## config.mk

```make
export PLATFORM = sky130hd
export DESIGN_NAME = sctr_bank
export DESIGN_NICKNAME = d
export VERILOG_FILES = /design/src/sctr_pkg.sv /design/src/sctr_bank.sv /design/src/sctr_reg8.sv
export SDC_FILE = /design/constraint.sdc
export NUM_CORES = 1
export LEC_CHECK = 0
export BUFFER_PORTS_ARGS = -buffer_cell sky130_fd_sc_hd__buf_4
export CORE_MARGIN = 5
export CORE_UTILIZATION = 45
export CTS_CLUSTER_DIAMETER = 60
export DETAILED_ROUTE_END_ITERATION = 6
export PLACE_DENSITY_LB_ADDON = 0.1
export SLEW_MARGIN = 0
export SYNTH_ARGS = -nofsm -noshare
export SYNTH_HDL_FRONTEND = slang
export SYNTH_SLANG_ARGS = --single-unit
export TNS_END_PERCENT = 100
```

## constraint.sdc

```tcl
create_clock -name sys_clk -period 9.1 [get_ports sys_clk]
set_clock_uncertainty 0.15 [all_clocks]
set_input_delay 0.455 -clock sys_clk [delete_from_list [all_inputs] [get_ports sys_clk]]
set_output_delay 0.455 -clock sys_clk [all_outputs]
set_load 0.1 [all_outputs]
```

## src/sctr_pkg.sv

```systemverilog
package sctr_pkg;
	// register offsets within the configuration space
	localparam logic [5:0] SCTR_ADDR_VCO_COARSE_CAP_RESULT = 6'h25;
	localparam logic [5:0] SCTR_ADDR_SYNTH_CAL_CONTROL     = 6'h26;
	localparam logic [5:0] SCTR_ADDR_RESERVED_TRIM_A       = 6'h29;
	localparam logic [5:0] SCTR_ADDR_RESERVED_TRIM_B       = 6'h2a;
	localparam logic [5:0] SCTR_ADDR_RESERVED_TRIM_C       = 6'h2b;
	localparam logic [5:0] SCTR_ADDR_ANALOG_TRIM_A         = 6'h2c;
	localparam logic [5:0] SCTR_ADDR_ANALOG_TRIM_B         = 6'h2d;
	localparam logic [5:0] SCTR_ADDR_ANALOG_TRIM_C         = 6'h2e;
	// first address of the group that is lost in sleep
	localparam logic [5:0] SCTR_ADDR_SLEEP_LOSS_BASE       = 6'h29;

	// values after reset
	localparam logic [7:0] SCTR_RST_VCO_COARSE_CAP_RESULT = 8'h20;
	localparam logic [7:0] SCTR_RST_SYNTH_CAL_CONTROL     = 8'h0d;
	localparam logic [7:0] SCTR_RST_RESERVED_TRIM_A       = 8'h59;
	localparam logic [7:0] SCTR_RST_RESERVED_TRIM_B       = 8'h7f;
	localparam logic [7:0] SCTR_RST_RESERVED_TRIM_C       = 8'h3f;
	localparam logic [7:0] SCTR_RST_ANALOG_TRIM_A         = 8'h88;
	localparam logic [7:0] SCTR_RST_ANALOG_TRIM_B         = 8'h31;
	localparam logic [7:0] SCTR_RST_ANALOG_TRIM_C         = 8'h0b;

	// analog copies forced on wake-up when retention is selected
	localparam logic [7:0] SCTR_WAKE_ANALOG_TRIM_A_RET    = 8'h81;
	localparam logic [7:0] SCTR_WAKE_ANALOG_TRIM_B_RET    = 8'h35;

	// writable bit masks; zero bits are unused and read as zero
	localparam logic [7:0] SCTR_MASK_VCO_COARSE_CAP_RESULT = 8'h3f;
	localparam logic [7:0] SCTR_MASK_SYNTH_CAL_CONTROL     = 8'h7f;
	localparam logic [7:0] SCTR_MASK_FULL                  = 8'hff;

	// field position of the vco selection calibration enable
	localparam int SCTR_BIT_VCO_SELECT_CAL_ENABLE = 1;
endpackage : sctr_pkg

```

## src/sctr_bank.sv

```systemverilog
`timescale 1ns/1ns
// Functional notes
// coarse cap result bits 5:0, reset 0x20
// synth cal control bits 6:0, reset 0x0d
// registers from 0x29 lose contents in sleep
// trims 0x29..0x2b reset 0x59, 0x7f, 0x3f
// wake forces analog trim a 0x88/0x81
// analog trim a reads 0x88 after wake
// wake forces analog trim b 0x31/0x35
// analog trim b reads 0x31 after wake
// trim c bit1 enables vco select cal
// unused bits read zero, writes ignored
module sctr_bank
	import sctr_pkg::*;
(
	// clock and reset
	input  wire logic       sys_clk,
	input  wire logic       rst,
	// register port
	input  wire logic [5:0] reg_addr,
	input  wire logic       reg_write,
	input  wire logic [7:0] reg_wdata,
	input  wire logic       reg_read,
	output logic [7:0]      reg_rdata,
	output logic            reg_rvalid,
	// power state from the radio controller
	input  wire logic       sleep_active,
	input  wire logic       wake_up,
	input  wire logic       converter_retention_select,
	// analog side
	output logic [7:0]      vco_coarse_cap_result,
	output logic [7:0]      synth_cal_control,
	output logic [7:0]      reserved_trim_a,
	output logic [7:0]      reserved_trim_b,
	output logic [7:0]      reserved_trim_c,
	output logic [7:0]      analog_trim_a,
	output logic [7:0]      analog_trim_b,
	output logic [7:0]      analog_trim_c,
	output logic            vco_select_cal_enable
);
	// register file storage, indexed 0..7 in address order
	localparam int N_REG = 8;
	logic [7:0] reg_value [N_REG];   // host-visible contents
	logic [7:0] wr_sel;              // one-hot write strobes
	logic [7:0] force_sel;           // wake-up forcing strobes
	logic [7:0] force_val [N_REG];   // values loaded on wake-up
	logic [7:0] next_rdata;          // read mux result
	logic       next_rvalid;         // read answer strobe
	logic [7:0] next_analog_a;       // analog copy of trim a
	logic [7:0] next_analog_b;       // analog copy of trim b
	logic       lost;                // sleep-loss group contents unusable
	logic [7:0] next_vco_coarse_cap_result; // output stage next values
	logic [7:0] next_synth_cal_control;
	logic [7:0] next_reserved_trim_a;
	logic [7:0] next_reserved_trim_b;
	logic [7:0] next_reserved_trim_c;
	logic [7:0] next_analog_trim_a;
	logic [7:0] next_analog_trim_b;
	logic [7:0] next_analog_trim_c;
	logic       next_vco_select_cal_enable;

	// address to slot; unmapped addresses give no slot
	function automatic logic [7:0] sctr_decode(input logic [5:0] a);
		logic [7:0] s;
		s = 8'h00;
		case (a)
			SCTR_ADDR_VCO_COARSE_CAP_RESULT: s = 8'h01;
			SCTR_ADDR_SYNTH_CAL_CONTROL:     s = 8'h02;
			SCTR_ADDR_RESERVED_TRIM_A:       s = 8'h04;
			SCTR_ADDR_RESERVED_TRIM_B:       s = 8'h08;
			SCTR_ADDR_RESERVED_TRIM_C:       s = 8'h10;
			SCTR_ADDR_ANALOG_TRIM_A:         s = 8'h20;
			SCTR_ADDR_ANALOG_TRIM_B:         s = 8'h40;
			SCTR_ADDR_ANALOG_TRIM_C:         s = 8'h80;
			default:                         s = 8'h00;
		endcase
		return s;
	endfunction : sctr_decode

	// writes land only while awake
	always_comb
	begin
		wr_sel = (reg_write && !sleep_active) ? sctr_decode(reg_addr) : 8'h00;
	end

	// wake-up reloads the whole sleep-loss group with its reset image
	always_comb
	begin
		force_sel    = wake_up ? 8'hfc : 8'h00;
		force_val[0] = SCTR_RST_VCO_COARSE_CAP_RESULT;
		force_val[1] = SCTR_RST_SYNTH_CAL_CONTROL;
		force_val[2] = SCTR_RST_RESERVED_TRIM_A;
		force_val[3] = SCTR_RST_RESERVED_TRIM_B;
		force_val[4] = SCTR_RST_RESERVED_TRIM_C;
		force_val[5] = SCTR_RST_ANALOG_TRIM_A;
		force_val[6] = SCTR_RST_ANALOG_TRIM_B;
		force_val[7] = SCTR_RST_ANALOG_TRIM_C;
	end

	// the eight registers; masks keep unused bits at zero
	sctr_reg8 #(.RESET_VALUE(SCTR_RST_VCO_COARSE_CAP_RESULT),
		.WRITE_MASK(SCTR_MASK_VCO_COARSE_CAP_RESULT)) u_r0 (
		.sys_clk(sys_clk), .rst(rst), .write_en(wr_sel[0]), .write_data(reg_wdata),
		.force_en(force_sel[0]), .force_data(force_val[0]), .value(reg_value[0]));
	sctr_reg8 #(.RESET_VALUE(SCTR_RST_SYNTH_CAL_CONTROL), .WRITE_MASK(SCTR_MASK_SYNTH_CAL_CONTROL)) u_r1 (
		.sys_clk(sys_clk), .rst(rst), .write_en(wr_sel[1]), .write_data(reg_wdata),
		.force_en(force_sel[1]), .force_data(force_val[1]), .value(reg_value[1]));
	sctr_reg8 #(.RESET_VALUE(SCTR_RST_RESERVED_TRIM_A), .WRITE_MASK(SCTR_MASK_FULL)) u_r2 (
		.sys_clk(sys_clk), .rst(rst), .write_en(wr_sel[2]), .write_data(reg_wdata),
		.force_en(force_sel[2]), .force_data(force_val[2]), .value(reg_value[2]));
	sctr_reg8 #(.RESET_VALUE(SCTR_RST_RESERVED_TRIM_B), .WRITE_MASK(SCTR_MASK_FULL)) u_r3 (
		.sys_clk(sys_clk), .rst(rst), .write_en(wr_sel[3]), .write_data(reg_wdata),
		.force_en(force_sel[3]), .force_data(force_val[3]), .value(reg_value[3]));
	sctr_reg8 #(.RESET_VALUE(SCTR_RST_RESERVED_TRIM_C), .WRITE_MASK(SCTR_MASK_FULL)) u_r4 (
		.sys_clk(sys_clk), .rst(rst), .write_en(wr_sel[4]), .write_data(reg_wdata),
		.force_en(force_sel[4]), .force_data(force_val[4]), .value(reg_value[4]));
	sctr_reg8 #(.RESET_VALUE(SCTR_RST_ANALOG_TRIM_A), .WRITE_MASK(SCTR_MASK_FULL)) u_r5 (
		.sys_clk(sys_clk), .rst(rst), .write_en(wr_sel[5]), .write_data(reg_wdata),
		.force_en(force_sel[5]), .force_data(force_val[5]), .value(reg_value[5]));
	sctr_reg8 #(.RESET_VALUE(SCTR_RST_ANALOG_TRIM_B), .WRITE_MASK(SCTR_MASK_FULL)) u_r6 (
		.sys_clk(sys_clk), .rst(rst), .write_en(wr_sel[6]), .write_data(reg_wdata),
		.force_en(force_sel[6]), .force_data(force_val[6]), .value(reg_value[6]));
	sctr_reg8 #(.RESET_VALUE(SCTR_RST_ANALOG_TRIM_C), .WRITE_MASK(SCTR_MASK_FULL)) u_r7 (
		.sys_clk(sys_clk), .rst(rst), .write_en(wr_sel[7]), .write_data(reg_wdata),
		.force_en(force_sel[7]), .force_data(force_val[7]), .value(reg_value[7]));

	// read mux; unmapped addresses answer zero
	always_comb
	begin
		next_rdata  = 8'h00;
		next_rvalid = reg_read;
		case (sctr_decode(reg_addr))
			8'h01:   next_rdata = reg_value[0];
			8'h02:   next_rdata = reg_value[1];
			8'h04:   next_rdata = reg_value[2];
			8'h08:   next_rdata = reg_value[3];
			8'h10:   next_rdata = reg_value[4];
			8'h20:   next_rdata = reg_value[5];
			8'h40:   next_rdata = reg_value[6];
			8'h80:   next_rdata = reg_value[7];
			default: next_rdata = 8'h00;
		endcase
		if (!reg_read)
			next_rdata = reg_rdata;
	end

	// read answer registers, one cycle after the request
	always_ff @(posedge sys_clk or posedge rst)
	begin
		if (rst)
		begin
			reg_rdata  <= 8'h00;
			reg_rvalid <= 1'b0;
		end
		else
		begin
			reg_rdata  <= next_rdata;
			reg_rvalid <= next_rvalid;
		end
	end

	// analog copies of trim a and b; retention flips bits only here
	always_comb
	begin
		next_analog_a = analog_trim_a;
		next_analog_b = analog_trim_b;
		if (wake_up)
		begin
			next_analog_a = converter_retention_select ? SCTR_WAKE_ANALOG_TRIM_A_RET
			                                           : SCTR_RST_ANALOG_TRIM_A;
			next_analog_b = converter_retention_select ? SCTR_WAKE_ANALOG_TRIM_B_RET
			                                           : SCTR_RST_ANALOG_TRIM_B;
		end
		else if (wr_sel[5])
			next_analog_a = reg_wdata;
		else if (wr_sel[6])
			next_analog_b = reg_wdata;
	end

	// output stage next values; the sleep-loss group is parked at zero during sleep
	always_comb
	begin
		next_vco_coarse_cap_result = reg_value[0];
		next_synth_cal_control     = reg_value[1];
		next_reserved_trim_a       = lost ? 8'h00 : reg_value[2];
		next_reserved_trim_b       = lost ? 8'h00 : reg_value[3];
		next_reserved_trim_c       = lost ? 8'h00 : reg_value[4];
		next_analog_trim_a         = lost ? 8'h00 : next_analog_a;
		next_analog_trim_b         = lost ? 8'h00 : next_analog_b;
		next_analog_trim_c         = lost ? 8'h00 : reg_value[7];
		next_vco_select_cal_enable = !lost && reg_value[7][SCTR_BIT_VCO_SELECT_CAL_ENABLE];
	end

	// analog outputs; register stage only
	always_ff @(posedge sys_clk or posedge rst)
	begin
		if (rst)
		begin
			vco_coarse_cap_result <= SCTR_RST_VCO_COARSE_CAP_RESULT;
			synth_cal_control     <= SCTR_RST_SYNTH_CAL_CONTROL;
			reserved_trim_a       <= SCTR_RST_RESERVED_TRIM_A;
			reserved_trim_b       <= SCTR_RST_RESERVED_TRIM_B;
			reserved_trim_c       <= SCTR_RST_RESERVED_TRIM_C;
			analog_trim_a         <= SCTR_RST_ANALOG_TRIM_A;
			analog_trim_b         <= SCTR_RST_ANALOG_TRIM_B;
			analog_trim_c         <= SCTR_RST_ANALOG_TRIM_C;
			vco_select_cal_enable <= SCTR_RST_ANALOG_TRIM_C[SCTR_BIT_VCO_SELECT_CAL_ENABLE];
		end
		else
		begin
			vco_coarse_cap_result <= next_vco_coarse_cap_result;
			synth_cal_control     <= next_synth_cal_control;
			reserved_trim_a       <= next_reserved_trim_a;
			reserved_trim_b       <= next_reserved_trim_b;
			reserved_trim_c       <= next_reserved_trim_c;
			analog_trim_a         <= next_analog_trim_a;
			analog_trim_b         <= next_analog_trim_b;
			analog_trim_c         <= next_analog_trim_c;
			vco_select_cal_enable <= next_vco_select_cal_enable;
		end
	end

	// sleep-loss group is treated as gone for as long as sleep lasts
	always_comb
	begin
		lost = sleep_active && !wake_up;
	end

	// wake-up reload leaves trim a readable as its reset value
	property p_trim_a_read_after_wake;
		@(posedge sys_clk) disable iff (rst)
		wake_up |=> (reg_value[5] == SCTR_RST_ANALOG_TRIM_A);
	endproperty
	a_trim_a_read_after_wake: assert property (p_trim_a_read_after_wake) else $error("trim a not 0x88 after wake");

	// wake-up reload leaves trim b readable as its reset value
	property p_trim_b_read_after_wake;
		@(posedge sys_clk) disable iff (rst)
		wake_up |=> (reg_value[6] == SCTR_RST_ANALOG_TRIM_B);
	endproperty
	a_trim_b_read_after_wake: assert property (p_trim_b_read_after_wake) else $error("trim b not 0x31 after wake");

	// analog copy of trim a follows the retention choice
	property p_analog_a_wake;
		@(posedge sys_clk) disable iff (rst)
		(wake_up && !sleep_active) |=>
		(analog_trim_a == ($past(converter_retention_select) ? SCTR_WAKE_ANALOG_TRIM_A_RET : SCTR_RST_ANALOG_TRIM_A));
	endproperty
	a_analog_a_wake: assert property (p_analog_a_wake) else $error("analog trim a wrong on wake");

	// analog copy of trim b follows the retention choice
	property p_analog_b_wake;
		@(posedge sys_clk) disable iff (rst)
		(wake_up && !sleep_active) |=>
		(analog_trim_b == ($past(converter_retention_select) ? SCTR_WAKE_ANALOG_TRIM_B_RET : SCTR_RST_ANALOG_TRIM_B));
	endproperty
	a_analog_b_wake: assert property (p_analog_b_wake) else $error("analog trim b wrong on wake");

	// unused bits of the coarse cap result never read as one
	property p_unused_zero;
		@(posedge sys_clk) disable iff (rst)
		reg_rvalid && $past(reg_addr) == SCTR_ADDR_VCO_COARSE_CAP_RESULT |-> reg_rdata[7:6] == 2'b00;
	endproperty
	a_unused_zero: assert property (p_unused_zero) else $error("unused bits read as one");

	// control register write shows up masked on the analog side two edges later
	property p_cal_control_write;
		@(posedge sys_clk) disable iff (rst)
		(reg_write && !sleep_active && !wake_up && reg_addr == SCTR_ADDR_SYNTH_CAL_CONTROL) |=> ##1
		(synth_cal_control == {1'b0, $past(reg_wdata[6:0], 2)});
	endproperty
	a_cal_control_write: assert property (p_cal_control_write) else $error("cal control write lost");

	// sleep drops the test group outputs
	property p_sleep_loss;
		@(posedge sys_clk) disable iff (rst)
		(sleep_active && !wake_up) |=> (reserved_trim_a == 8'h00 && !vco_select_cal_enable);
	endproperty
	a_sleep_loss: assert property (p_sleep_loss) else $error("test group kept in sleep");

	// vco selection enable mirrors its stored bit while awake
	property p_vco_sel;
		@(posedge sys_clk) disable iff (rst)
		!sleep_active |=> vco_select_cal_enable == $past(reg_value[7][SCTR_BIT_VCO_SELECT_CAL_ENABLE]);
	endproperty
	a_vco_sel: assert property (p_vco_sel) else $error("vco select enable mismatch");

	// unmapped addresses answer zero on a read
	property p_unmapped_read_zero;
		@(posedge sys_clk) disable iff (rst)
		(reg_read && sctr_decode(reg_addr) == 8'h00) |=> (reg_rdata == 8'h00);
	endproperty
	a_unmapped_read_zero: assert property (p_unmapped_read_zero) else $error("unmapped read not zero");

	// writes during sleep leave the stored contents alone
	property p_sleep_write_refused;
		@(posedge sys_clk) disable iff (rst)
		(reg_write && sleep_active && !wake_up) |=>
		(reg_value[1] == $past(reg_value[1]) && reg_value[2] == $past(reg_value[2]));
	endproperty
	a_sleep_write_refused: assert property (p_sleep_write_refused) else $error("write landed in sleep");

	// calibration registers sit below the sleep-loss group and keep driving in sleep
	property p_cal_kept_in_sleep;
		@(posedge sys_clk) disable iff (rst)
		(sleep_active && !wake_up) |=> (synth_cal_control == $past(reg_value[1]));
	endproperty
	a_cal_kept_in_sleep: assert property (p_cal_kept_in_sleep) else $error("cal control dropped in sleep");

	// wake-up reloads the reserved trims with their reset values
	property p_reserved_wake;
		@(posedge sys_clk) disable iff (rst)
		wake_up |=> (reg_value[2] == SCTR_RST_RESERVED_TRIM_A && reg_value[3] == SCTR_RST_RESERVED_TRIM_B
		             && reg_value[4] == SCTR_RST_RESERVED_TRIM_C);
	endproperty
	a_reserved_wake: assert property (p_reserved_wake) else $error("reserved trims not reloaded on wake");

	// wake-up reloads trim c, so the vco selection stage is enabled again
	property p_trim_c_wake;
		@(posedge sys_clk) disable iff (rst)
		wake_up |=> (reg_value[7] == SCTR_RST_ANALOG_TRIM_C);
	endproperty
	a_trim_c_wake: assert property (p_trim_c_wake) else $error("trim c not reloaded on wake");
endmodule : sctr_bank

```

## src/sctr_reg8.sv

```systemverilog
`timescale 1ns/1ns
// one 8-bit configuration register with masked write and optional forced load
module sctr_reg8
	import sctr_pkg::*;
#(
	parameter logic [7:0] RESET_VALUE = 8'h00,
	parameter logic [7:0] WRITE_MASK  = 8'hff
)(
	// clock and reset
	input  wire logic       sys_clk,
	input  wire logic       rst,
	// write and force
	input  wire logic       write_en,
	input  wire logic [7:0] write_data,
	input  wire logic       force_en,
	input  wire logic [7:0] force_data,
	// stored value
	output logic [7:0]      value
);
	logic [7:0] next_value; // value for the next edge

	// force has priority so a wake-up image is never half overwritten
	always_comb
	begin
		next_value = value;
		if (force_en)
			next_value = force_data & WRITE_MASK;
		else if (write_en)
			next_value = write_data & WRITE_MASK;
	end

	// plain register stage
	always_ff @(posedge sys_clk or posedge rst)
	begin
		if (rst)
			value <= RESET_VALUE & WRITE_MASK;
		else
			value <= next_value;
	end
endmodule : sctr_reg8

```

==> run metrics <==
status finished, final reports clean; total power 1.460 mW; layout cells sized above 1 34.44%; die area 14300 um^2; TritonCTS Buffers 17; global-route wire length before repair between 20000 and 25000 um; Row Count 40; slowest stage delay, CP 0.93 ns; DP Area 6105 um^2; setup TNS 0 ns; Setup crit start reg_addr[1]; startpoint types input pin; largest net degree at the start of global routing 77; post-layout worst setup margin between 6 and 7 ns; pre-CTS setup slack about 6 ns; critical path class input pin to register; FF-to-FF Start u_r4.value[5]$_DFFE_PP1P_; depth of the CTS H-tree 4; vias per cell 5.339; Worst-Margin Slew about 1.1 ns; flops & latches, synth 131; Die H 119.6 um; final instance area approximately 6700 um^2; post-route insts no fill 719; chip width 119.6 um; slew margin rel. 24.06%; Post-DRT Antenna Nets 0; Clk pin slew, worst setup/hold paths roughly 0.060 ns; number of max-cap violations 0; register area share after synthesis 62.01%; gp weighted congestion 0.8569; worst path cell trace buf_4 > nor2b_1 > nor2b_1 > nand2_1 > mux2_2; hold_ws 0.01844 ns; routed via count 3839; Slew Limit Fails 0; total wire length 13500 um; leakage 3.008 nW; Top cell by count, worst path nor2b_1; TritonRoute pass-1 iters 4; Worst Path Buf+Inv 1; nets 580; asr flop ratio synth 100.0%; GRT Residual Overflow 0; dominant delay contributor by cell family on the critical path simple AND/OR/NAND/NOR gates; Clock Tree Root clkbuf_16; fin util about 56%; filler instances roughly 1000; antenna diode count 0; syn_area_per_cell roughly 11 um^2; later-pin clock latency in the skew report 0.41 ns; Power Density 218.7 nW/um^2; CTS max path bufs 2; Post-Syn Area 5404 um^2; Port Buffers 91; Tmin final 2.716 ns; gr usage total 19.90%; initial antenna violation count 0; Worst path slowest cell nor2b_1; Synth cell types 33; Tcrit/Tclk final 29.85%; TritonCTS clock tree done; number of global-route vias before repair ~4000; hold_buf cts 0; Setup-failing EPs final 0; post_cts resized 0; DRC Markers 0; synth-to-layout area growth 23.55%; placed cells 687; Achievable Freq 368.2 MHz; routed len/inst 18.78 um; CP Max Fanout 28; Initial Util 45.37%; Worst Setup End Kind register; Worst Path Required 9.24 ns; RSZ-0062 raised after global routing no; Ys Warns 0; Main synth FF type dfrtp_1; Top Ports 95; final hold violation count 0; Setup Fix Bufs, Post-CTS 0; Mapped Cells just under 500; critical path arrival ~2.9 ns; Worst VDD drop 0.09123 mV; HPWL after DPL 9219 um; starting DRC count in detailed routing around 280; clk sink count 131; core area 11910 um^2; worst min-delay path class input pin to asynchronous set/reset pin; number of flops mapped to enable cells by yosys 0
-- report_power, final --
group / total [mW] / internal, mW / leakage (nW) / switching, mW
clock: 0.656 / 0.415 / 0.276 / 0.242
combinational: 0.186 / 0.0368 / 1.12 / 0.149
sequential: 0.618 / 0.609 / 1.62 / 0.00919
-- path summary, 6_finish.rpt --
path | depth (start not counted) | slack [ns] | to
hold reg to reg | 0 | 0.23 | vco_coarse_cap_result[5]$_DFF_PP1_
hold / removal | 2 | 0.02 | reg_rdata[2]$_DFFE_PP0P_
max in group asynchronous | 3 | 7.43 | u_r5.value[1]$_DFFE_PP0P_
min in group sys_clk | 2 | 0.05 | analog_trim_a[3]$_DFFE_PP1P_
setup / recovery | 5 | 6.38 | u_r1.value[6]$_DFFE_PP0P_
setup reg to reg | 5 | 7.49 | reg_rdata[5]$_DFFE_PP0P_
-- cell usage after synthesis (9+ instances only) --
| cell type | instances | area, um^2 |
|---|---|---|
| a21oi_1 | 43 | 215.2 |
| and2_1 | 32 | 200.2 |
| buf_2 | 9 | 45.04 |
| clkbuf_1 | 26 | 97.59 |
| dfrtp_1 | 73 | 1827 |
| dfstp_2 | 58 | 1524 |
| inv_1 | 9 | 33.78 |
| mux2_2 | 15 | 168.9 |
| mux2i_1 | 31 | 310.3 |
| nand2_1 | 82 | 307.8 |
| nand3_1 | 30 | 150.1 |
| nor2_1 | 11 | 41.29 |
| o21ai_0 | 14 | 70.07 |
-- registers in the layout, summed over array words and instances, names as in the netlist, 8 cells and up --
| signal | count |
|---|---|
| u_r3.value | 8 |
| u_r2.value | 8 |
| u_r4.value | 8 |
| u_r5.value | 8 |
| analog_trim_b | 8 |
| reserved_trim_b | 8 |
| analog_trim_c | 8 |
| analog_trim_a | 8 |
| u_r6.value | 8 |
| u_r7.value | 8 |
| reserved_trim_a | 8 |
| reg_rdata | 8 |
| reserved_trim_c | 8 |
-- cell families (layout without fill, tap and decap cells) --
group | count (synthesis) | after routing | share of synthesized area [%]
and+or+nand+nor | 171 | 171 | 15.33
DFF | 131 | 131 | 62.01
AOI/OAI and AO/OA | 88 | 88 | 9.702
buffers and inverters | 50 | 133 | 4.029
muxes | 46 | 46 | 8.868
other | 1 | 3 | 0.06939
-- cells in the final DEF, fill, tap and decap left out, types with 3 or more instances in the layout --
master	synthesis	routed
nor2b_1	4	4
inv_1	9	8
clkbuf_1	26	3
o21ai_0	14	14
dfrtp_1	73	73
o22ai_1	8	8
clkinvlp_4	0	3
mux2i_1	31	31
a221o_1	6	6
nand2_1	82	82
clkbuf_16	0	17
buf_4	5	92
mux2_2	15	15
a211oi_1	7	7
and3_1	4	4
a21oi_1	43	43
nor2_1	11	11
clkinv_2	0	5
and2_1	32	32
a21boi_0	5	5
conb_1	1	3
nand3_1	30	30
dfstp_2	58	58
-- layer usage --
| layer | GRT usage (%) | up-vias | wire length, um |
|---|---|---|---|
| met2 | 30.93 | 117 | 6601 |
| met4 | 8.160 | 0 | 360 |
| li1 | - | 1796 | - |
| met5 | 0 | - | 0 |
| met3 | 5.608 | 29 | 866 |
| met1 | 26.35 | 1897 | 5676 |
-- worst reg2reg max path: cells and delay by family (launching register included) --
| family | cells | cell delay [ns] |
|---|---|---|
| compound gates | 4 | 0.72 |
| mux | 1 | 0.11 |
| flops | 1 | 0.55 |
-- area by class of cell --
type | instances | area (um^2) | area share (%)
multi-input cells | 308 | 1843 | 27.60
flip-flops and latches | 131 | 3351 | 50.19
inverters | 9 | 36.28 | 0.5435
clock buffers | 22 | 464.2 | 6.953
clock inverters | 10 | 107.6 | 1.612
repair buffers | 92 | 690.7 | 10.34
well taps | 147 | 183.9 | 2.755
No activity file was read; power rests on OpenSTA's default activity.
